## config.mk

```make
export PLATFORM = sky130hd
export DESIGN_NAME = tcc_timer
export DESIGN_NICKNAME = d
export VERILOG_FILES = /design/src/tcc_pkg.sv /design/src/tcc_timer.sv
export VERILOG_INCLUDE_DIRS = /design/src
export SDC_FILE = /design/constraint.sdc
export NUM_CORES = 1
export LEC_CHECK = 0
export BUFFER_PORTS_ARGS = -buffer_cell sky130_fd_sc_hd__buf_2
export CAP_MARGIN = 20
export CORE_MARGIN = 2
export CORE_UTILIZATION = 45
export DETAILED_ROUTE_END_ITERATION = 7
export PLACE_DENSITY = 0.7
export RECOVER_POWER = 50
export SKIP_CTS_REPAIR_TIMING = 1
export SLEW_MARGIN = 20
export SYNTH_ARGS = -nofsm -noshare
export SYNTH_HDL_FRONTEND = slang
export SYNTH_SLANG_ARGS = --single-unit
```

## constraint.sdc

```tcl
create_clock -name clk -period 2.39 [get_ports clk]
set_input_delay 0.478 -clock clk [delete_from_list [all_inputs] [get_ports clk]]
set_output_delay 0.478 -clock clk [all_outputs]
set_load 0.01 [all_outputs]
```

## src/tcc_map.svh

```systemverilog
`ifndef TCC_MAP_SVH
`define TCC_MAP_SVH

// register indices; byte address is four times the index
`define TCC_IDX_W        16
`define TCC_IDX_CTRL     16'hFE10
`define TCC_IDX_PRESC    16'hFE11
`define TCC_IDX_CNT_LO   16'hFE12
`define TCC_IDX_CNT_HI   16'hFE13
`define TCC_IDX_MATCH_LO 16'hFE14
`define TCC_IDX_MATCH_HI 16'hFE15
`define TCC_IDX_CAP_LO   16'hFE16
`define TCC_IDX_CAP_HI   16'hFE17

// bus address width, enough for the highest byte address
`define TCC_AW           18

// reset values
`define TCC_RST_CTRL     8'h00
`define TCC_RST_PRESC    8'h00
`define TCC_RST_CNT      8'h00
`define TCC_RST_MATCH    8'h00
`define TCC_RST_CAP      8'h00

// bus responses
`define TCC_RESP_OKAY    2'h0
`define TCC_RESP_SLVERR  2'h2

`endif

```

## src/tcc_pkg.sv

```systemverilog
package tcc_pkg;

    // control register layout, msb first
    typedef struct packed {
        logic run_h;
        logic run_l;
        logic long_m;
        logic ext;
        logic flag_h;
        logic ie_h;
        logic flag_l;
        logic ie_l;
    } tcc_ctrl_t;

    // single-cycle detection pulses from the external-interrupt logic
    typedef struct packed {
        logic count;
        logic cap_low;
        logic cap_high;
    } tcc_evt_t;

    typedef enum logic [1:0] {
        TCC_MODE_DUAL8,
        TCC_MODE_T8_C8,
        TCC_MODE_T16,
        TCC_MODE_C16
    } tcc_mode_t;

endpackage

```

## src/tcc_timer.sv

```systemverilog
`include "tcc_map.svh"

//////////////////////////////////////////////////////////////////////////////
// Summary of operation
// - prescaler counts cycles, matches programmed value
// - prescaler restarts on match or write
// - prescaler runs except in hold mode
// - low run bit starts/stops low byte
// - high run bit starts/stops high byte
// - low byte clock: prescaler or external pulse
// - high byte clock: prescaler or low carry
// - stopped or matched byte clears to zero
// - match on byte, or all sixteen bits
// - buffer follows register when stopped, loads on match
// - mode 0: two prescaled 8-bit timers
// - mode 1: low counts events, high timer
// - mode 2: one prescaled 16-bit timer
// - mode 3: one 16-bit event counter
// - low capture source follows 16-bit select
// - high capture; 16-bit captures both bytes
// - interrupt request at match interval when enabled
// - match flag sticks until software clears
// - 16-bit mode sets both flags together
// - flag and enable request low/high vector
//////////////////////////////////////////////////////////////////////////////

module tcc_timer #(
    parameter int AW = `TCC_AW
) (
    input  wire logic              clk,
    input  wire logic              rst_n,
    input  wire logic              hold,
    input  wire tcc_pkg::tcc_evt_t evt,
    output logic                   irq_low,
    output logic                   irq_high,
    output tcc_pkg::tcc_mode_t     mode,
    input  wire logic [AW-1:0]     s_axi_awaddr,
    input  wire logic              s_axi_awvalid,
    output logic                   s_axi_awready,
    input  wire logic [31:0]       s_axi_wdata,
    input  wire logic [3:0]        s_axi_wstrb,
    input  wire logic              s_axi_wvalid,
    output logic                   s_axi_wready,
    output logic [1:0]             s_axi_bresp,
    output logic                   s_axi_bvalid,
    input  wire logic              s_axi_bready,
    input  wire logic [AW-1:0]     s_axi_araddr,
    input  wire logic              s_axi_arvalid,
    output logic                   s_axi_arready,
    output logic [31:0]            s_axi_rdata,
    output logic [1:0]             s_axi_rresp,
    output logic                   s_axi_rvalid,
    input  wire logic              s_axi_rready
);

    tcc_pkg::tcc_ctrl_t  ctrl;
    logic [7:0]          prr;
    logic [7:0]          presc;
    logic [7:0]          cnt_l;
    logic [7:0]          cnt_h;
    logic [7:0]          mreg_l;
    logic [7:0]          mreg_h;
    logic [7:0]          buf_l;
    logic [7:0]          buf_h;
    logic [7:0]          cap_l;
    logic [7:0]          cap_h;

    logic [AW-1:0]       aw_addr;
    logic                aw_full;
    logic [7:0]          w_byte;
    logic                w_lane0;
    logic                w_full;
    logic                do_wr;
    logic [`TCC_IDX_W-1:0] wr_idx;
    logic [`TCC_IDX_W-1:0] rd_idx;
    logic                wr_ok;
    logic                rd_ok;
    logic                wr_en;
    logic                wr_ctrl;
    logic                wr_prr;
    logic                wr_ml;
    logic                wr_mh;

    logic                pre_match;
    logic                lo_tick;
    logic                hi_tick;
    logic                run16;
    logic                match16;
    logic                match_l;
    logic                match_h;
    logic                cap_lo_ev;
    logic [7:0]          next_presc;
    logic [7:0]          rd_byte;

    //////////////////////////////////////////////////////////////////////////
    // register bus decode

    function automatic logic mapped(input logic [AW-1:0] a);
        logic [`TCC_IDX_W-1:0] i;
        i = a[AW-1:2];
        mapped = (a[1:0] == 2'h0) && (i >= `TCC_IDX_CTRL) && (i <= `TCC_IDX_CAP_HI);
    endfunction

    assign wr_idx  = aw_addr[AW-1:2];
    assign rd_idx  = s_axi_araddr[AW-1:2];
    assign wr_ok   = mapped(aw_addr);
    assign rd_ok   = mapped(s_axi_araddr);
    assign do_wr   = aw_full && w_full && !s_axi_bvalid;
    // data sits in lane 0; a write without that lane changes nothing
    assign wr_en   = do_wr && wr_ok && w_lane0;
    assign wr_ctrl = wr_en && (wr_idx == `TCC_IDX_CTRL);
    assign wr_prr  = wr_en && (wr_idx == `TCC_IDX_PRESC);
    assign wr_ml   = wr_en && (wr_idx == `TCC_IDX_MATCH_LO);
    assign wr_mh   = wr_en && (wr_idx == `TCC_IDX_MATCH_HI);

    //////////////////////////////////////////////////////////////////////////
    // write channel: address and data taken in either order

    always_ff @(posedge clk) begin
        if (!rst_n) begin
            s_axi_awready <= 1'b1;
            aw_full       <= 1'b0;
            aw_addr       <= '0;
        end else if (s_axi_awvalid && s_axi_awready) begin
            s_axi_awready <= 1'b0;
            aw_full       <= 1'b1;
            aw_addr       <= s_axi_awaddr;
        end else if (do_wr) begin
            aw_full       <= 1'b0;
        end else if (s_axi_bvalid && s_axi_bready) begin
            s_axi_awready <= 1'b1;
        end
    end

    always_ff @(posedge clk) begin
        if (!rst_n) begin
            s_axi_wready <= 1'b1;
            w_full       <= 1'b0;
            w_byte       <= 8'h00;
            w_lane0      <= 1'b0;
        end else if (s_axi_wvalid && s_axi_wready) begin
            s_axi_wready <= 1'b0;
            w_full       <= 1'b1;
            w_byte       <= s_axi_wdata[7:0];
            w_lane0      <= s_axi_wstrb[0];
        end else if (do_wr) begin
            w_full       <= 1'b0;
        end else if (s_axi_bvalid && s_axi_bready) begin
            s_axi_wready <= 1'b1;
        end
    end

    always_ff @(posedge clk) begin
        if (!rst_n) begin
            s_axi_bvalid <= 1'b0;
            s_axi_bresp  <= `TCC_RESP_OKAY;
        end else if (do_wr) begin
            s_axi_bvalid <= 1'b1;
            s_axi_bresp  <= wr_ok ? `TCC_RESP_OKAY : `TCC_RESP_SLVERR;
        end else if (s_axi_bvalid && s_axi_bready) begin
            s_axi_bvalid <= 1'b0;
        end
    end

    //////////////////////////////////////////////////////////////////////////
    // read channel, answer one cycle after the address is taken

    always_comb begin
        rd_byte = 8'h00;
        case (rd_idx)
            `TCC_IDX_CTRL:     rd_byte = ctrl;
            `TCC_IDX_PRESC:    rd_byte = prr;
            `TCC_IDX_CNT_LO:   rd_byte = cnt_l;
            `TCC_IDX_CNT_HI:   rd_byte = cnt_h;
            `TCC_IDX_MATCH_LO: rd_byte = mreg_l;
            `TCC_IDX_MATCH_HI: rd_byte = mreg_h;
            `TCC_IDX_CAP_LO:   rd_byte = cap_l;
            `TCC_IDX_CAP_HI:   rd_byte = cap_h;
            default:           rd_byte = 8'h00;
        endcase
    end

    always_ff @(posedge clk) begin
        if (!rst_n) begin
            s_axi_arready <= 1'b1;
            s_axi_rvalid  <= 1'b0;
            s_axi_rdata   <= 32'h0000_0000;
            s_axi_rresp   <= `TCC_RESP_OKAY;
        end else if (s_axi_arvalid && s_axi_arready) begin
            s_axi_arready <= 1'b0;
            s_axi_rvalid  <= 1'b1;
            s_axi_rdata   <= {24'h00_0000, rd_ok ? rd_byte : 8'h00};
            s_axi_rresp   <= rd_ok ? `TCC_RESP_OKAY : `TCC_RESP_SLVERR;
        end else if (s_axi_rvalid && s_axi_rready) begin
            s_axi_rvalid  <= 1'b0;
            s_axi_arready <= 1'b1;
        end
    end

    //////////////////////////////////////////////////////////////////////////
    // prescaler

    // hold freezes the divider, except that a prescale write still restarts it, and with it every prescaled tick
    assign pre_match = !hold && (presc == prr);

    always_comb begin
        next_presc = presc;
        if (wr_prr)
            next_presc = 8'h00;
        else if (hold)
            next_presc = presc;
        else if (pre_match)
            next_presc = 8'h00;
        else
            next_presc = presc + 8'h01;
    end

    always_ff @(posedge clk) begin
        if (!rst_n)
            presc <= `TCC_RST_PRESC;
        else
            presc <= next_presc;
    end

    always_ff @(posedge clk) begin
        if (!rst_n)
            prr <= `TCC_RST_PRESC;
        else if (wr_prr)
            prr <= w_byte;
    end

    //////////////////////////////////////////////////////////////////////////
    // count clocks and match detection

    // event pulses are trusted as already synchronous, one cycle each
    assign lo_tick = ctrl.ext ? (evt.count && !hold) : pre_match;
    // in 16-bit mode the run bits are expected equal; both must be set
    assign run16   = ctrl.run_l && ctrl.run_h;
    assign match16 = run16 && lo_tick && ({cnt_h, cnt_l} == {buf_h, buf_l});
    assign hi_tick = ctrl.long_m ? (lo_tick && cnt_l == 8'hFF) : pre_match;

    always_comb begin
        if (ctrl.long_m) begin
            match_l = match16;
            match_h = match16;
        end else begin
            match_l = ctrl.run_l && lo_tick && (cnt_l == buf_l);
            match_h = ctrl.run_h && hi_tick && (cnt_h == buf_h);
        end
    end

    //////////////////////////////////////////////////////////////////////////
    // counter bytes

    always_ff @(posedge clk) begin
        if (!rst_n)
            cnt_l <= `TCC_RST_CNT;
        else if (!ctrl.run_l || match_l)
            cnt_l <= 8'h00;
        else if (lo_tick)
            cnt_l <= cnt_l + 8'h01;
    end

    always_ff @(posedge clk) begin
        if (!rst_n)
            cnt_h <= `TCC_RST_CNT;
        else if (!ctrl.run_h || match_h)
            cnt_h <= 8'h00;
        else if (hi_tick)
            cnt_h <= cnt_h + 8'h01;
    end

    //////////////////////////////////////////////////////////////////////////
    // match registers and their buffers

    always_ff @(posedge clk) begin
        if (!rst_n) begin
            mreg_l <= `TCC_RST_MATCH;
            mreg_h <= `TCC_RST_MATCH;
        end else begin
            if (wr_ml)
                mreg_l <= w_byte;
            if (wr_mh)
                mreg_h <= w_byte;
        end
    end

    // a running period is never cut short by a new value
    always_ff @(posedge clk) begin
        if (!rst_n)
            buf_l <= `TCC_RST_MATCH;
        else if (!ctrl.run_l || match_l)
            buf_l <= mreg_l;
    end

    always_ff @(posedge clk) begin
        if (!rst_n)
            buf_h <= `TCC_RST_MATCH;
        else if (!ctrl.run_h || match_h)
            buf_h <= mreg_h;
    end

    //////////////////////////////////////////////////////////////////////////
    // control register; a hardware set beats a software clear

    always_ff @(posedge clk) begin
        if (!rst_n) begin
            ctrl <= `TCC_RST_CTRL;
        end else begin
            if (wr_ctrl)
                ctrl <= w_byte;
            if (match_l)
                ctrl.flag_l <= 1'b1;
            if (match_h)
                ctrl.flag_h <= 1'b1;
        end
    end

    always_ff @(posedge clk) begin
        if (!rst_n)
            mode <= tcc_pkg::TCC_MODE_DUAL8;
        else
            mode <= tcc_pkg::tcc_mode_t'({ctrl.long_m, ctrl.ext});
    end

    //////////////////////////////////////////////////////////////////////////
    // capture; writes to these never reach them

    assign cap_lo_ev = ctrl.long_m ? evt.cap_high : evt.cap_low;

    always_ff @(posedge clk) begin
        if (!rst_n)
            cap_l <= `TCC_RST_CAP;
        else if (cap_lo_ev)
            cap_l <= cnt_l;
    end

    always_ff @(posedge clk) begin
        if (!rst_n)
            cap_h <= `TCC_RST_CAP;
        else if (evt.cap_high)
            cap_h <= cnt_h;
    end

    //////////////////////////////////////////////////////////////////////////
    // interrupt request lines, level while flag and enable are both set

    always_ff @(posedge clk) begin
        if (!rst_n) begin
            irq_low  <= 1'b0;
            irq_high <= 1'b0;
        end else begin
            irq_low  <= ctrl.flag_l && ctrl.ie_l;
            irq_high <= ctrl.flag_h && ctrl.ie_h;
        end
    end

    //////////////////////////////////////////////////////////////////////////
    // checks

    presc_step_a: assert property (@(posedge clk) disable iff (!rst_n)
        !hold && !wr_prr && presc != prr |=> presc == $past(presc) + 8'h01)
        else $error("prescaler did not advance");

    presc_wrap_a: assert property (@(posedge clk) disable iff (!rst_n)
        pre_match || wr_prr |=> presc == 8'h00)
        else $error("prescaler did not restart");

    presc_hold_a: assert property (@(posedge clk) disable iff (!rst_n)
        hold && !wr_prr |-> !pre_match ##1 presc == $past(presc))
        else $error("prescaler moved in hold");

    stop_clear_a: assert property (@(posedge clk) disable iff (!rst_n)
        !ctrl.run_l || !ctrl.run_h |=> (!$past(ctrl.run_l) -> cnt_l == 8'h00)
        && (!$past(ctrl.run_h) -> cnt_h == 8'h00))
        else $error("stopped byte not cleared");

    low_tick_a: assert property (@(posedge clk) disable iff (!rst_n)
        ctrl.run_l && lo_tick && !match_l |=> cnt_l == $past(cnt_l) + 8'h01)
        else $error("low byte missed a tick");

    buf_follow_a: assert property (@(posedge clk) disable iff (!rst_n)
        !ctrl.run_l ##1 !ctrl.run_l |-> buf_l == $past(mreg_l))
        else $error("low buffer not following register");

    flag_sticky_a: assert property (@(posedge clk) disable iff (!rst_n)
        match_l |=> ctrl.flag_l ##1 (ctrl.flag_l || $past(wr_ctrl)))
        else $error("low match flag not set");

    flags_same_a: assert property (@(posedge clk) disable iff (!rst_n)
        ctrl.long_m && match_l |=> ctrl.flag_l && ctrl.flag_h)
        else $error("16-bit flags not set together");

    irq_gate_a: assert property (@(posedge clk) disable iff (!rst_n)
        ctrl.flag_h && ctrl.ie_h |=> irq_high)
        else $error("high interrupt not raised");

    cap_both_a: assert property (@(posedge clk) disable iff (!rst_n)
        ctrl.long_m && evt.cap_high |=> cap_l == $past(cnt_l) && cap_h == $past(cnt_h))
        else $error("16-bit capture not simultaneous");

endmodule

```

**After elaboration in Yosys (flattened, before gate mapping)**

Cells that the tools add are included.

- Flip-flop bits (word level): 138
- Output and inout port bits: 45
- Logic and storage cells: 137

- $add $sub $neg: 3
- $lt $le $gt $ge: 4
- Equality and inequality tests: 19
- Mux-type cells: 26
- Bitwise gates (word level): 1
- Reductions and logical operators: 50

Operators by type and width:

| cell | number |
|---|---|
| $eq 16x16->1 const B | 12 |
| $pmux 8 s8 | 1 |
| $ge 16x16->1 const B | 2 |
| $le 16x16->1 const B | 2 |
| $logic_and 1x1->1 | 29 |
| $add 8x1->8 const B | 3 |
| $eq 8x8->1 | 3 |
| $mux 1 | 20 |
| $eq 16x16->1 | 1 |
| $mux 8 | 2 |
| $reduce_bool 2->1 | 8 |
| $eq 8x8->1 const B | 1 |
| $reduce_or 2->1 | 3 |
| $logic_not 1->1 | 4 |
| $logic_not 2->1 | 2 |
| $mux 2 | 2 |
| $mux 4 | 1 |
| $ne 2x1->1 const B | 2 |
| $reduce_and 2->1 | 2 |
| $logic_or 1x1->1 | 2 |
| $not 1->1 | 1 |

**Depth between registers and ports, before layout**

- Depth in word-level cells: 10
- Mapped depth: 9
- Mapped depth without buffers: 7

**Worst setup path after synthesis**

Ideal clock, no wire load.

- Kind: register -> register
- Start: register s_axi_bvalid
- End: register ctrl[3] (netlist name)
- Library setup time: 0.115 ns
- Arrival time: 2.055 ns
- Required time: 2.275 ns
- Slack: 0.221 ns
- Stages on the path, launching flop included: 7
- Buffers on the path: 1
- Clock period less this slack: 2.169 ns
- Path through: dfxtp_1 > nand3b_1 > or4_1 > buf_2 > nor4_4 > mux2_4 > o21a_1

- Word-level cells in the longest chain between the ends: 6

RTL lines:

| element | RTL line | text |
|---|---|---|
| start, declared | tcc_timer.sv:45 | `output logic s_axi_bvalid,` |
| start signal, assigned | tcc_timer.sv:155 | `s_axi_bvalid <= 1'b0;` |
| start signal, assigned | tcc_timer.sv:158 | `s_axi_bvalid <= 1'b1;` |
| start signal, assigned | tcc_timer.sv:161 | `s_axi_bvalid <= 1'b0;` |
| $logic_not 1->1 | tcc_timer.sv:108 | `assign do_wr = aw_full && w_full && !s_axi_bvalid;` |
| $logic_and 1x1->1 | tcc_timer.sv:108 |  |
| $logic_and 1x1->1 (2 in a row) | tcc_timer.sv:110 | `assign wr_en = do_wr && wr_ok && w_lane0;` |
| $logic_and 1x1->1 | tcc_timer.sv:111 | `` assign wr_ctrl = wr_en && (wr_idx == `TCC_IDX_CTRL); `` |
| $reduce_bool 2->1 (no line) | -- |  |
| end signal, assigned | tcc_timer.sv:308 | `` ctrl <= `TCC_RST_CTRL; `` |
| end signal, assigned | tcc_timer.sv:311 | `ctrl <= w_byte;` |
| end, declared | tcc_timer.sv:56 | `tcc_pkg::tcc_ctrl_t ctrl;` |

No other way between the ends.
A chain may end at the register's enable or synchronous reset.

**Final worst setup path**

- Start: register presc[4]
- End: register cnt_l[5]

- Word-level cells in the longest chain between the ends: 8
- Elaborated cells on any way between the ends: 10

RTL lines:

| element | RTL line | text |
|---|---|---|
| start, declared | tcc_timer.sv:58 | `logic [7:0] presc;` |
| start signal, assigned | tcc_timer.sv:220 | `` presc <= `TCC_RST_PRESC; `` |
| start signal, assigned | tcc_timer.sv:222 | `presc <= next_presc;` |
| $eq 8x8->1 (*) | tcc_timer.sv:204 | `assign pre_match = !hold && (presc == prr);` |
| $logic_and 1x1->1 (*) | tcc_timer.sv:204 |  |
| $mux 1 (*) | tcc_timer.sv:236 | `assign lo_tick = ctrl.ext ? (evt.count && !hold) : pre_match;` |
| $logic_and 1x1->1, on equally long branches (2 in a row) | tcc_timer.sv:247, tcc_timer.sv:239 |  |
| $mux 1 | tcc_timer.sv:243 | `if (ctrl.long_m) begin` |
| $logic_or 1x1->1 | tcc_timer.sv:258 | `else if (!ctrl.run_l \|\| match_l)` |
| $reduce_or 2->1 (no line) | -- |  |
| end signal, assigned | tcc_timer.sv:257 | `` cnt_l <= `TCC_RST_CNT; `` |
| end signal, assigned | tcc_timer.sv:261 | `cnt_l <= cnt_l + 8'h01;` |
| end, declared | tcc_timer.sv:59 | `logic [7:0] cnt_l;` |

Mark *: on every way between the ends. The rest lies on a longest branch, timed or not.

==> out/qor.yml <==
ios: 128
h-tree-depth: 4
crit_buf_inv: 1
final_cell_area_um2: 7540
fin_crit_ns: 2.11
overflow: 0
crit_path_start_kind: "flip-flop"
ys_seq_elements: 136
final_cells: 995
outcome: "complete, no violations"
grt_pass1_wl_um: 24800
worst_path_max_delay_cell: "o41ai_2"
syn_avg_cell_area_um2: 8.96
peakVddDrop_uv: 462
ys.flop_type: "dfxtp_1"
cts_max_path_buffers: 2
worst_setup_path_end_kind: "flip-flop"
crit_chain: "xnor2_1 > nand4_1 > o41ai_2 > buf_4 > nand4_1 > xor2_1 > nor2_1"
period_share_pct: 88.1
slew_viol_final: 0
async_reset_ff_share_pct: 0
wirelength_met1_um: 7390
core_area_um2: 13900
cts_sinks: 136
total_power_mw: 5.18
dpl-instance-area_um2: 7020
dieArea_um2: 15100
hp-class: "in2reg"
wl_met3_um: 1110
tns_ns: 0
vias: 5310
ys_warn_count: 0
area_delta_synth_final_pct: 18.2
rows: 43
criticalPathCategory: "reg2reg"
final_nets: 889
drtIter0Drc: 410
grt_start_max_net_pins: 36
routed_via_density: 5.34
max_stage_delay_ns: 0.57
drc: 0
root_buffer: "clkbuf_16"
top_layer: "met4"
antenna_found_initial: 0
diodes: 0
leakagePower_nw: 3.06
grt_pass1_vias: 4844
die-height_um: 123
slew_headroom_pct: 23.9
die_x_um: 123
place_inst: 964
clock.fmax_mhz: 475
hold_viol_final: 0
io_buffers: 74
insertion_delay_ns: 0.43
ant_nets: 0
finalSetupViolCount: 0
post-dp-hpwl_um: 11100
grt_setup_unrepaired: "no"
syn_area_um2: 6380
arrival_ns: 2.41
required_ns: 2.69
synth_edf_count: 0
num-fill-cells: 1294
routedWlPerCell_um: 15.8
drive_above_1_share_pct: 17.8
cellPowerDensity_nw_per_um2: 687
grt_use_total_pct: 21.7
dr.pass1.iters: 4
maxCapViolCount: 0
synth_cell_types: 51
clk_pin_slew_ns: 0.05
worstMarginPinSlew_ns: 1.14
crit_top_cell: "nand4_1"
drt_wl_total_um: 15700
initial_core_util_pct: 45.9
synthCells: 712
cts_tree: "yes"
wl_met2_um: 6980
place_congestion: 0.859
skew_ns: 0.00990
cpLargestDelayFamily: "compound AO/OA/AOI/OAI gates"
cts_buffers: 17
worstPathMaxFanout: 8
yosysSeqAreaShare_pct: 42.7
==> path summary, 6_finish.rpt <==
check	from	end	slack, ns	cells after the start
min	s_axi_awaddr[13]	aw_addr[13]	0.29	3
max	presc[4]	cnt_l[5]	0.28	7
max reg2reg	presc[4]	cnt_l[5]	0.28	7
min reg2reg	aw_addr[13]	aw_addr[13]	0.45	2
==> layer usage <==
layer  global-route usage [%]  up-vias
met5                        0        -
met4                     7.46        0
met3                     6.04       17
met2                     33.2      182
li1                         -     2633
met1                     29.6     2478
==> cell usage after synthesis, types with 2 or more instances <==
cell,number,area (µm²)
dfxtp_1,136,2720
nand2_1,104,390
nor2_1,69,259
mux2i_1,58,581
a21oi_1,41,205
clkbuf_1,34,128
xnor2_1,32,280
nand3_1,27,135
buf_4,26,195
o21ai_0,19,95.1
and3_1,16,100
a22oi_1,15,113
nand4_1,15,93.8
nor3_1,13,65.1
xor2_1,12,105
mux4_2,9,203
a32oi_1,8,70.1
mux2_2,8,90.1
o2111ai_1,8,70.1
and2_1,6,37.5
buf_2,6,30.0
inv_1,5,18.8
nand2b_1,4,25.0
nor2b_1,4,25.0
ha_1,3,37.5
nor4_1,3,18.8
nor4_4,3,63.8
nand3b_1,2,15.0
nand4b_1,2,17.5
nor4b_1,2,17.5
o21a_1,2,15.0
==> cell families (layout without fill, tap and decap cells) <==
| logic type | after synthesis | after routing | share of synthesized area (%) |
|---|---|---|---|
| other | 1 | 26 | 0.0588 |
| DFF | 136 | 136 | 42.7 |
| xor gates and xnor gates | 44 | 44 | 6.04 |
| and+or+nand+nor | 277 | 277 | 20.7 |
| AOI/OAI and AO/OA | 102 | 102 | 10.0 |
| buffers and inverters | 73 | 151 | 5.96 |
| adders and majority gates | 3 | 3 | 0.589 |
| muxes | 76 | 76 | 13.9 |
==> where the power goes <==
part | internal [mW] | leakage (nW) | switching (mW)
clock network | 1.57 | 0.276 | 0.947
registers | 2.31 | 1.10 | 0.0415
logic | 0.110 | 1.68 | 0.199
total | 3.99 | 3.06 | 1.19
==> layout make-up <==
class	count	area [µm²]	share of cell area (%)
timing repair buffer	114	629	8.35
clock inverter	9	100	1.33
sequential	136	2720	36.1
clock buffer	22	464	6.16
tap	180	225	2.99
inverter	6	22.5	0.299
multi-input combinational	528	3380	44.8
==> worst register-to-register path, cell delays in order (launching register included) <==
cell and delay (ns):
dfxtp_1 0.41, xnor2_1 0.16, nand4_1 0.17, o41ai_2 0.57, buf_4 0.26, nand4_1 0.15, xor2_1 0.21, nor2_1 0.06
==> metrics by stage <==
step,setup slack [ns],utilization [%],hold slack [ns]
2_1_floorplan,0.221,-,0.431
3_3_place_gp,0.0426,50.5,0.436
3_5_place_dp,-0.0488,50.5,0.440
4_1_cts,0.288,54.6,0.281
5_1_grt,0.124,54.3,0.290
6_report,0.284,54.3,0.288
==> registers in the layout (all words and copies together), names as in the netlist, 2 cells and up <==
signal	flops
presc	8
buf_l	8
cap_l	8
aw_addr	18
w_byte	8
cap_h	8
cnt_h	8
cnt_l	8
buf_h	8
ctrl	8
mode	2
mreg_l	8
mreg_h	8
prr	8
s_axi_rdata	8
==> placed cells by master (no fill, tap or decap), types with 3 or more instances in the layout <==
| master | count |
|---|---|
| nor4_1 | 3 |
| mux4_2 | 9 |
| ha_1 | 3 |
| dfxtp_1 | 136 |
| nand2_1 | 104 |
| o2111ai_1 | 8 |
| nor2b_1 | 4 |
| and2_0 | 3 |
| buf_2 | 55 |
| nor4_4 | 3 |
| conb_1 | 26 |
| a22oi_1 | 15 |
| nand4_1 | 15 |
| nand2b_1 | 4 |
| a32oi_1 | 8 |
| xor2_1 | 12 |
| buf_4 | 35 |
| nor2_1 | 69 |
| and2_1 | 3 |
| clkbuf_1 | 26 |
| mux2i_1 | 58 |
| and3_1 | 16 |
| xnor2_1 | 32 |
| clkbuf_16 | 17 |
| o21ai_0 | 19 |
| inv_1 | 6 |
| clkinv_2 | 5 |
| nor3_1 | 13 |
| mux2_2 | 8 |
| a21oi_1 | 41 |
| nand3_1 | 27 |
Power figures use the tool's default switching activity.
